## config.mk

```make
export PLATFORM = sky130hd
export DESIGN_NAME = dpdc_top
export DESIGN_NICKNAME = d
export VERILOG_FILES = /design/src/hdl/dpdc_pkg.sv /design/src/hdl/dpdc_phase_if.sv /design/src/hdl/dpdc_phase_adj.sv /design/src/hdl/dpdc_top.sv
export SDC_FILE = /design/constraint.sdc
export NUM_CORES = 1
export LEC_CHECK = 0
export ABC_CLOCK_PERIOD_IN_PS = 4000
export CORE_UTILIZATION = 40
export CTS_BUF_LIST = sky130_fd_sc_hd__clkbuf_8 sky130_fd_sc_hd__clkbuf_16
export CTS_CLUSTER_SIZE = 10
export DETAILED_ROUTE_END_ITERATION = 10
export DONT_BUFFER_PORTS = 1
export GPL_ROUTABILITY_DRIVEN = 0
export PLACE_DENSITY = 0.57
export SLEW_MARGIN = 15
export SYNTH_ARGS = -nofsm -noshare
export SYNTH_HDL_FRONTEND = slang
export SYNTH_SLANG_ARGS = --single-unit
```

## constraint.sdc

```tcl
create_clock -name core_clk -period 4 [get_ports core_clk]
set_input_delay 0.2 -clock core_clk [delete_from_list [all_inputs] [get_ports core_clk]]
set_output_delay 0.2 -clock core_clk [all_outputs]
set_load 0.01 [all_outputs]
```

## src/hdl/dpdc_pkg.sv

```systemverilog
// Operation
// - phase direction bit 19, resets to one
// - add signed base offset to base phases
// - unwrap enable combines two frequency frames
// - decode ratio field into frequency ratio
// - supplementary subframe count field, reset four
// - alternate enable interleaves alternate frames
// - statistics select bit 5, resets zero
// - add signed supplementary offset to supplementary phases
package dpdc_pkg;
   localparam int unsigned REG_W = 24;
   localparam int unsigned ADDR_W = 12;
   localparam int unsigned PHASE_W = 12;
   localparam int unsigned OFFS_W = 13;
   localparam logic [7:0] IDX_SUPP_OFFSET = 8'hf5;
   localparam logic [7:0] IDX_PHASE_DIR = 8'hf9;
   localparam logic [7:0] IDX_ALT_FRAME = 8'hfb;
   localparam logic [7:0] IDX_OUT_CONTENT = 8'hfe;
   localparam logic [REG_W-1:0] RST_SUPP_OFFSET = 24'h000000;
   localparam logic [REG_W-1:0] RST_PHASE_DIR = 24'h080000;
   localparam logic [REG_W-1:0] RST_ALT_FRAME = 24'h01e008;
   localparam logic [REG_W-1:0] RST_OUT_CONTENT = 24'h21090f;
   localparam int unsigned POS_FLIP = 19;
   localparam int unsigned POS_OFFS_LSB = 0;
   localparam int unsigned POS_UNWRAP_EN = 11;
   localparam int unsigned POS_RATIO_LSB = 8;
   localparam int unsigned POS_SUBCNT_LSB = 1;
   localparam int unsigned POS_ALT_EN = 0;
   localparam int unsigned POS_STATS_EN = 5;
endpackage : dpdc_pkg

```

## src/hdl/dpdc_phase_if.sv

```systemverilog
`timescale 1ns/100ps
interface dpdc_phase_if;
   import dpdc_pkg::*;
   logic in_valid;
   logic [PHASE_W-1:0] in_phase;
   logic flip;
   logic [OFFS_W-1:0] offset;
   logic out_valid;
   logic [PHASE_W-1:0] out_phase;
   modport ctl (output in_valid, output in_phase, output flip, output offset, input out_valid, input out_phase);
   modport adj (input in_valid, input in_phase, input flip, input offset, output out_valid, output out_phase);
endinterface : dpdc_phase_if

```

## src/hdl/dpdc_phase_adj.sv

```systemverilog
`timescale 1ns/100ps
module dpdc_phase_adj (
   input wire logic core_clk,
   input wire logic rst,
   input wire logic ce,
   dpdc_phase_if.adj pif
);
   import dpdc_pkg::*;
   logic [PHASE_W-1:0] dir_phase;
   logic [PHASE_W-1:0] out_phase_ff;
   logic out_valid_ff;

   // direction bit low reverses the phase sense
   assign dir_phase = pif.flip ? pif.in_phase : PHASE_W'(-pif.in_phase);

   always_ff @(posedge core_clk) begin
      if (rst) begin
         out_valid_ff <= 1'b0;
         out_phase_ff <= '0;
      end else if (ce) begin
         out_valid_ff <= pif.in_valid;
         // signed offset, result wraps modulo the phase range
         if (pif.in_valid) begin
            out_phase_ff <= dir_phase + pif.offset[PHASE_W-1:0];
         end
      end
   end

   assign pif.out_valid = out_valid_ff;
   assign pif.out_phase = out_phase_ff;
endmodule : dpdc_phase_adj

```

## src/hdl/dpdc_top.sv

```systemverilog
`timescale 1ns/100ps
module dpdc_top (
   core_clk,
   rst,
   ce,
   psel,
   penable,
   pwrite,
   paddr,
   pwdata,
   prdata,
   pready,
   pslverr,
   frame_start,
   phase_valid,
   phase_data,
   corr_phase_valid,
   corr_phase,
   frame_is_alt,
   dual_frequency_unwrap_enable,
   alternate_frame_enable,
   alternate_frequency_ratio,
   supplementary_subframe_count,
   statistics_select,
   unwrap_pair_done
);
   import dpdc_pkg::*;
   input wire logic core_clk;
   input wire logic rst;
   input wire logic ce;
   input wire logic psel;
   input wire logic penable;
   input wire logic pwrite;
   input wire logic [dpdc_pkg::ADDR_W-1:0] paddr;
   input wire logic [31:0] pwdata;
   output logic [31:0] prdata;
   output logic pready;
   output logic pslverr;
   input wire logic frame_start;
   input wire logic phase_valid;
   input wire logic [dpdc_pkg::PHASE_W-1:0] phase_data;
   output logic corr_phase_valid;
   output logic [dpdc_pkg::PHASE_W-1:0] corr_phase;
   output logic frame_is_alt;
   output logic dual_frequency_unwrap_enable;
   output logic alternate_frame_enable;
   output logic [6:0] alternate_frequency_ratio;
   output logic [6:0] supplementary_subframe_count;
   output logic statistics_select;
   output logic unwrap_pair_done;

   logic [REG_W-1:0] supp_offset_ff;
   logic [REG_W-1:0] phase_dir_ff;
   logic [REG_W-1:0] alt_frame_ff;
   logic [REG_W-1:0] out_content_ff;
   logic act_flip_ff;
   logic [OFFS_W-1:0] act_base_offset_ff;
   logic [OFFS_W-1:0] act_supp_offset_ff;
   logic act_unwrap_ff;
   logic [2:0] act_ratio_ff;
   logic [6:0] act_subcnt_ff;
   logic act_alt_en_ff;
   logic act_stats_ff;
   logic frame_is_alt_ff;
   logic pair_done_ff;
   logic [31:0] prdata_ff;
   logic pslverr_ff;
   logic [7:0] acc_idx;
   logic acc_hit;
   logic acc_go;
   logic [REG_W-1:0] rd_mux;
   logic nxt_frame_is_alt;
   dpdc_phase_if pif ();

   // register index is the word address; byte address is four times it
   assign acc_idx = paddr[9:2];
   assign acc_go = psel && penable && ce;
   always_comb begin
      acc_hit = (paddr[1:0] == 2'b00) && (paddr[ADDR_W-1:10] == '0);
      rd_mux = '0;
      case (acc_idx)
         IDX_SUPP_OFFSET: rd_mux = supp_offset_ff;
         IDX_PHASE_DIR: rd_mux = phase_dir_ff;
         IDX_ALT_FRAME: rd_mux = alt_frame_ff;
         IDX_OUT_CONTENT: rd_mux = out_content_ff;
         default: acc_hit = 1'b0;
      endcase
   end

   // software-visible copies, written as-is
   always_ff @(posedge core_clk) begin
      if (rst) begin
         supp_offset_ff <= RST_SUPP_OFFSET;
         phase_dir_ff <= RST_PHASE_DIR;
         alt_frame_ff <= RST_ALT_FRAME;
         out_content_ff <= RST_OUT_CONTENT;
      end else if (acc_go && pwrite && acc_hit) begin
         case (acc_idx)
            IDX_SUPP_OFFSET: supp_offset_ff <= pwdata[REG_W-1:0];
            IDX_PHASE_DIR: phase_dir_ff <= pwdata[REG_W-1:0];
            IDX_ALT_FRAME: alt_frame_ff <= pwdata[REG_W-1:0];
            IDX_OUT_CONTENT: out_content_ff <= pwdata[REG_W-1:0];
            default: supp_offset_ff <= supp_offset_ff;
         endcase
      end
   end

   always_ff @(posedge core_clk) begin
      if (rst) begin
         prdata_ff <= '0;
         pslverr_ff <= 1'b0;
      end else if (ce && psel && !penable) begin
         prdata_ff <= {8'h00, rd_mux};
         pslverr_ff <= !acc_hit;
      end
   end

   assign pready = 1'b1;
   assign prdata = prdata_ff;
   assign pslverr = pslverr_ff;

   // active settings load only at a frame boundary
   always_ff @(posedge core_clk) begin
      if (rst) begin
         act_flip_ff <= RST_PHASE_DIR[POS_FLIP];
         act_base_offset_ff <= RST_PHASE_DIR[POS_OFFS_LSB +: OFFS_W];
         act_supp_offset_ff <= RST_SUPP_OFFSET[POS_OFFS_LSB +: OFFS_W];
         act_unwrap_ff <= RST_ALT_FRAME[POS_UNWRAP_EN];
         act_ratio_ff <= RST_ALT_FRAME[POS_RATIO_LSB +: 3];
         act_subcnt_ff <= RST_ALT_FRAME[POS_SUBCNT_LSB +: 7];
         act_alt_en_ff <= RST_ALT_FRAME[POS_ALT_EN];
         act_stats_ff <= RST_OUT_CONTENT[POS_STATS_EN];
      end else if (ce && frame_start) begin
         act_flip_ff <= phase_dir_ff[POS_FLIP];
         act_base_offset_ff <= phase_dir_ff[POS_OFFS_LSB +: OFFS_W];
         act_supp_offset_ff <= supp_offset_ff[POS_OFFS_LSB +: OFFS_W];
         act_unwrap_ff <= alt_frame_ff[POS_UNWRAP_EN];
         act_ratio_ff <= alt_frame_ff[POS_RATIO_LSB +: 3];
         act_subcnt_ff <= alt_frame_ff[POS_SUBCNT_LSB +: 7];
         act_alt_en_ff <= alt_frame_ff[POS_ALT_EN];
         act_stats_ff <= out_content_ff[POS_STATS_EN];
      end
   end

   // base and alternate frames take turns while alternate frames are on
   assign nxt_frame_is_alt = alt_frame_ff[POS_ALT_EN] && !frame_is_alt_ff;
   always_ff @(posedge core_clk) begin
      if (rst) begin
         frame_is_alt_ff <= 1'b1;
      end else if (ce && frame_start) begin
         frame_is_alt_ff <= nxt_frame_is_alt;
      end
   end

   // a finished alternate frame closes a base/alternate pair for unwrapping
   always_ff @(posedge core_clk) begin
      if (rst) begin
         pair_done_ff <= 1'b0;
      end else if (ce) begin
         pair_done_ff <= frame_start && frame_is_alt_ff && act_alt_en_ff && act_unwrap_ff;
      end
   end

   always_comb begin
      case (act_ratio_ff)
         3'h0: alternate_frequency_ratio = 7'h02;
         3'h1: alternate_frequency_ratio = 7'h04;
         3'h2: alternate_frequency_ratio = 7'h08;
         3'h3: alternate_frequency_ratio = 7'h10;
         3'h4: alternate_frequency_ratio = 7'h20;
         3'h5: alternate_frequency_ratio = 7'h40;
         3'h6: alternate_frequency_ratio = 7'h00;
         default: alternate_frequency_ratio = 7'h01;
      endcase
   end

   // supplementary frames take their own offset
   assign pif.in_valid = phase_valid && ce;
   assign pif.in_phase = phase_data;
   assign pif.flip = act_flip_ff;
   assign pif.offset = (frame_is_alt_ff && act_alt_en_ff) ? act_supp_offset_ff : act_base_offset_ff;

   dpdc_phase_adj u_adj (
      .core_clk(core_clk),
      .rst(rst),
      .ce(ce),
      .pif(pif)
   );

   assign corr_phase_valid = pif.out_valid;
   assign corr_phase = pif.out_phase;
   assign frame_is_alt = frame_is_alt_ff && act_alt_en_ff;
   assign dual_frequency_unwrap_enable = act_unwrap_ff;
   assign alternate_frame_enable = act_alt_en_ff;
   assign supplementary_subframe_count = act_subcnt_ff;
   assign statistics_select = act_stats_ff;
   assign unwrap_pair_done = pair_done_ff;
endmodule : dpdc_top

```

==> flow_summary.json <==
{
  "status": "completed",
  "min_period_ns": 2.99,
  "worstPathArrival_ns": 3.28,
  "layout-drive-gt1-share": 0.0945,
  "slowest_delay_ns": 0.40,
  "p_leak_nw": 3.12,
  "post_drt_via_cell_ratio": 5.39,
  "synth_cell_types": 57,
  "rsz0062_at_grt": "no",
  "power_density_mw_per_mm2": 409,
  "ys_top_cells_by_count": "nand2_1 (293), dfxtp_1 (174), a21oi_1 (123)",
  "synth_top_area_cell": "dfxtp_1",
  "clockBufferDepth": 2,
  "syn_inst": 938,
  "portBuffers": 0,
  "fin_area_mm2": 0.00874,
  "cp-end-kind": "flip-flop",
  "max_cap_viol_count": 0,
  "yosys.area_share.xor_xnor": 0.0202,
  "die_y_um": 142,
  "final-max-slew-violation-count": 0,
  "min_period_over_period": 0.748,
  "vdd_ir_drop_max_uv": 297,
  "avgSynthCellArea_um2": 8.32,
  "slowest_stage": "fa_1",
  "synth_compound_area_frac": 0.191,
  "synth_area_mm2": 0.00780,
  "dieArea_mm2": 0.0201,
  "maxSlewHeadroom": 0.234,
  "initial_core_util": 0.413,
  "numClockSinks": 174,
  "grt_pass1_wl_um": 33700,
  "dp_hpwl_um": 13200,
  "drt_wl_total_um": 21300,
  "tns_ns": 0,
  "async_flop_share": 0,
  "final_cells": 1204,
  "setup.worst_path.class": "flip-flop to flip-flop",
  "grt_usage": 0.219,
  "fmax_mhz": 334,
  "drc": 0,
  "placed_area_mm2": 0.00786,
  "synth.area.top_cells": "dfxtp_1 (45%), nand2_1 (14%), a21oi_1 (7.9%)",
  "hold_path.class": "primary input to flip-flop",
  "grt_pass1_vias": 6078,
  "pre_cts_slack_ns": 1.04,
  "coreArea_mm2": 0.0189,
  "synthFlopType": "dfxtp_1",
  "yosys_warnings": 0,
  "ios": 130,
  "place_inst": 1142,
  "synth_fa_ha_area_frac": 0.0218,
  "crit_path_cell_trace": "nand2_1 > buf_4 > mux2_2 > ha_1 > fa_1 > a21o_1 > a21oi_1 > o211ai_1 > o31ai_1 > xor2_1 > o31ai_1",
  "worstPathRequired_ns": 4.29,
  "routedWlPerCell_um": 17.7,
  "cts_buffers": 17,
  "htreeDepth": 4,
  "area_growth_pct": 12.1,
  "holdCritStartpoint": "rst",
  "finalClockSkew_ns": 0.00930,
  "synth_most_common_cell": "nand2_1",
  "drt_first_pass_iters": 4,
  "antenna_left": 0,
  "nets": 1006,
  "final-hold-violation-count": 0,
  "r2r-start": "alternate_frame_enable$_SDFFE_PP0P_",
  "clk_latency_ns": 0.43,
  "fillers": 1932,
  "cp-start-kind": "flip-flop",
  "setup_ws_ns": 1.01,
  "cts_root_buf": "clkbuf_16",
  "cp-startpoint": "alternate_frame_enable$_SDFFE_PP0P_",
  "post_cts_resized": 0,
  "grt_max_degree": 150,
  "synth_top_family_by_area": "simple AND/OR/NAND/NOR gates",
  "worstMarginPinSlew_ns": 1.15,
  "row_count": 50,
  "cts_tree": "yes",
  "clkTransAtPathRegs_ns": 0.07,
  "die_w_um": 142,
  "synth-seq-area-share": 0.447,
  "synth_edf_count": 0,
  "synth-seq-cells": 174,
  "synthMuxAreaShare": 0.0494,
  "dr.first_iter.drc_count": 491,
  "grt_overflow": 0,
  "cp_max_fo": 13,
  "path_common_cell": "o31ai_1",
  "synth_top_cell_area_share": 0.447,
  "antenna_found_initial": 2,
  "setup_viol": 0,
  "vias": 6488,
  "synth_simple_gate_area_frac": 0.215
}
[layout by cell type, fill, tap and decap left out, drive strengths merged, types with 3 or more instances in the layout]
cell type / n
a211oi: 3
a21o: 6
a21oi: 139
a22o: 24
a22oi: 24
and2: 4
buf: 16
clkbuf: 18
clkinvlp: 4
conb: 9
dfxtp: 174
dlygate4sd3: 27
ha: 12
inv: 14
mux2: 12
mux2i: 25
nand2: 294
nand2b: 5
nand3b: 20
nand4: 3
nor2: 17
nor2b: 4
nor3: 8
nor3b: 4
o21ai: 4
o22ai: 24
o31ai: 4
xnor2: 9
xor2: 9
[path summary, 6_finish.rpt]
kind / cells after the start / endpoint / slack [ns]
worst max-delay path: 11 / u_adj.pif.out_phase[8]$_SDFFE_PP0P_ / 1.01
worst min register to register: 2 / phase_dir_ff[14]$_SDFFE_PP0P_ / 0.45
worst min-delay path: 2 / u_adj.pif.out_phase[7]$_SDFFE_PP0P_ / 0.02
worst max register to register: 11 / u_adj.pif.out_phase[8]$_SDFFE_PP0P_ / 1.01
[cell type report]
| type | count | area (um^2) | area share |
|---|---|---|---|
| diodes | 2 | 5.00 | 0.000572 |
| inverters | 7 | 26.3 | 0.00301 |
| flip-flops and latches | 174 | 3480 | 0.398 |
| well taps | 260 | 325 | 0.0372 |
| clock buffers | 18 | 439 | 0.0502 |
| clock inverters | 14 | 133 | 0.0152 |
| multi-input cells | 686 | 3920 | 0.448 |
| repair buffers | 43 | 410 | 0.0469 |
[routing by layer]
layer	part of all wire	wire, um	GRT usage
met5	0	0	0
met3	0.055	1170	0.0486
met1	0.49	10400	0.308
met4	0.021	450	0.0741
met2	0.44	9280	0.330
[through the flow]
| stage | hold WS [ns] | power (mW) | utilization |
|---|---|---|---|
| floorplan | 0.321 | 1.93 | - |
| global placement | 0.284 | 1.92 | 0.416 |
| detailed placement | 0.285 | 1.92 | 0.416 |
| CTS | 0.00356 | 3.60 | 0.462 |
| global route | 0.0473 | 3.70 | 0.463 |
| finish | 0.0197 | 3.57 | 0.463 |
[sequential cells by signal (all words and copies together), names as in the netlist]
| signal | cells |
|---|---|
| pslverr | 1 |
| frame_is_alt_ff | 1 |
| statistics_select | 1 |
| alternate_frame_enable | 1 |
| alt_frame_ff | 24 |
| supplementary_subframe_count | 7 |
| u_adj.pif.out_phase | 12 |
| act_flip_ff | 1 |
| phase_dir_ff | 24 |
| act_base_offset_ff | 12 |
| supp_offset_ff | 24 |
| prdata | 24 |
| out_content_ff | 24 |
| act_supp_offset_ff | 12 |
| unwrap_pair_done | 1 |
| u_adj.pif.out_valid | 1 |
| act_ratio_ff | 3 |
| dual_frequency_unwrap_enable | 1 |
[worst max-delay path, delay by kind of cell (launching register included)]
| kind | cells | cell delay, ns |
|---|---|---|
| flip-flops | 1 | 0.35 |
| XOR/XNOR | 1 | 0.22 |
| buffers and inverters | 1 | 0.21 |
| multiplexers | 1 | 0.36 |
| adder cells (fa/ha/maj) | 2 | 0.61 |
| AO/OA/AOI/OAI | 5 | 1.02 |
| AND/OR/NAND/NOR | 1 | 0.08 |
[cells by family (layout without fill, tap and decap cells)]
logic type      Yosys count  after routing
mux                      37             37
fa+ha+maj                13             13
compound gates          236            236
simple gates            373            373
xor+xnor                 18             18
flops                   174            174
other cells               2             11
buf+inv                  85             82
[power by group]
part | internal [mW] | switching, mW | total [mW]
Combinational | 0.0715 | 0.120 | 0.191
Sequential | 1.74 | 0.0110 | 1.75
Clock | 0.886 | 0.743 | 1.63
Total | 2.70 | 0.874 | 3.57
[timing repair]
action                                  CTS  global route
hold buffers                             28             0
endpoints found under the setup margin    0             0
buffers inserted                          0             0
hold endpoints to repair                149             0
(Power assumes the default switching activity.)
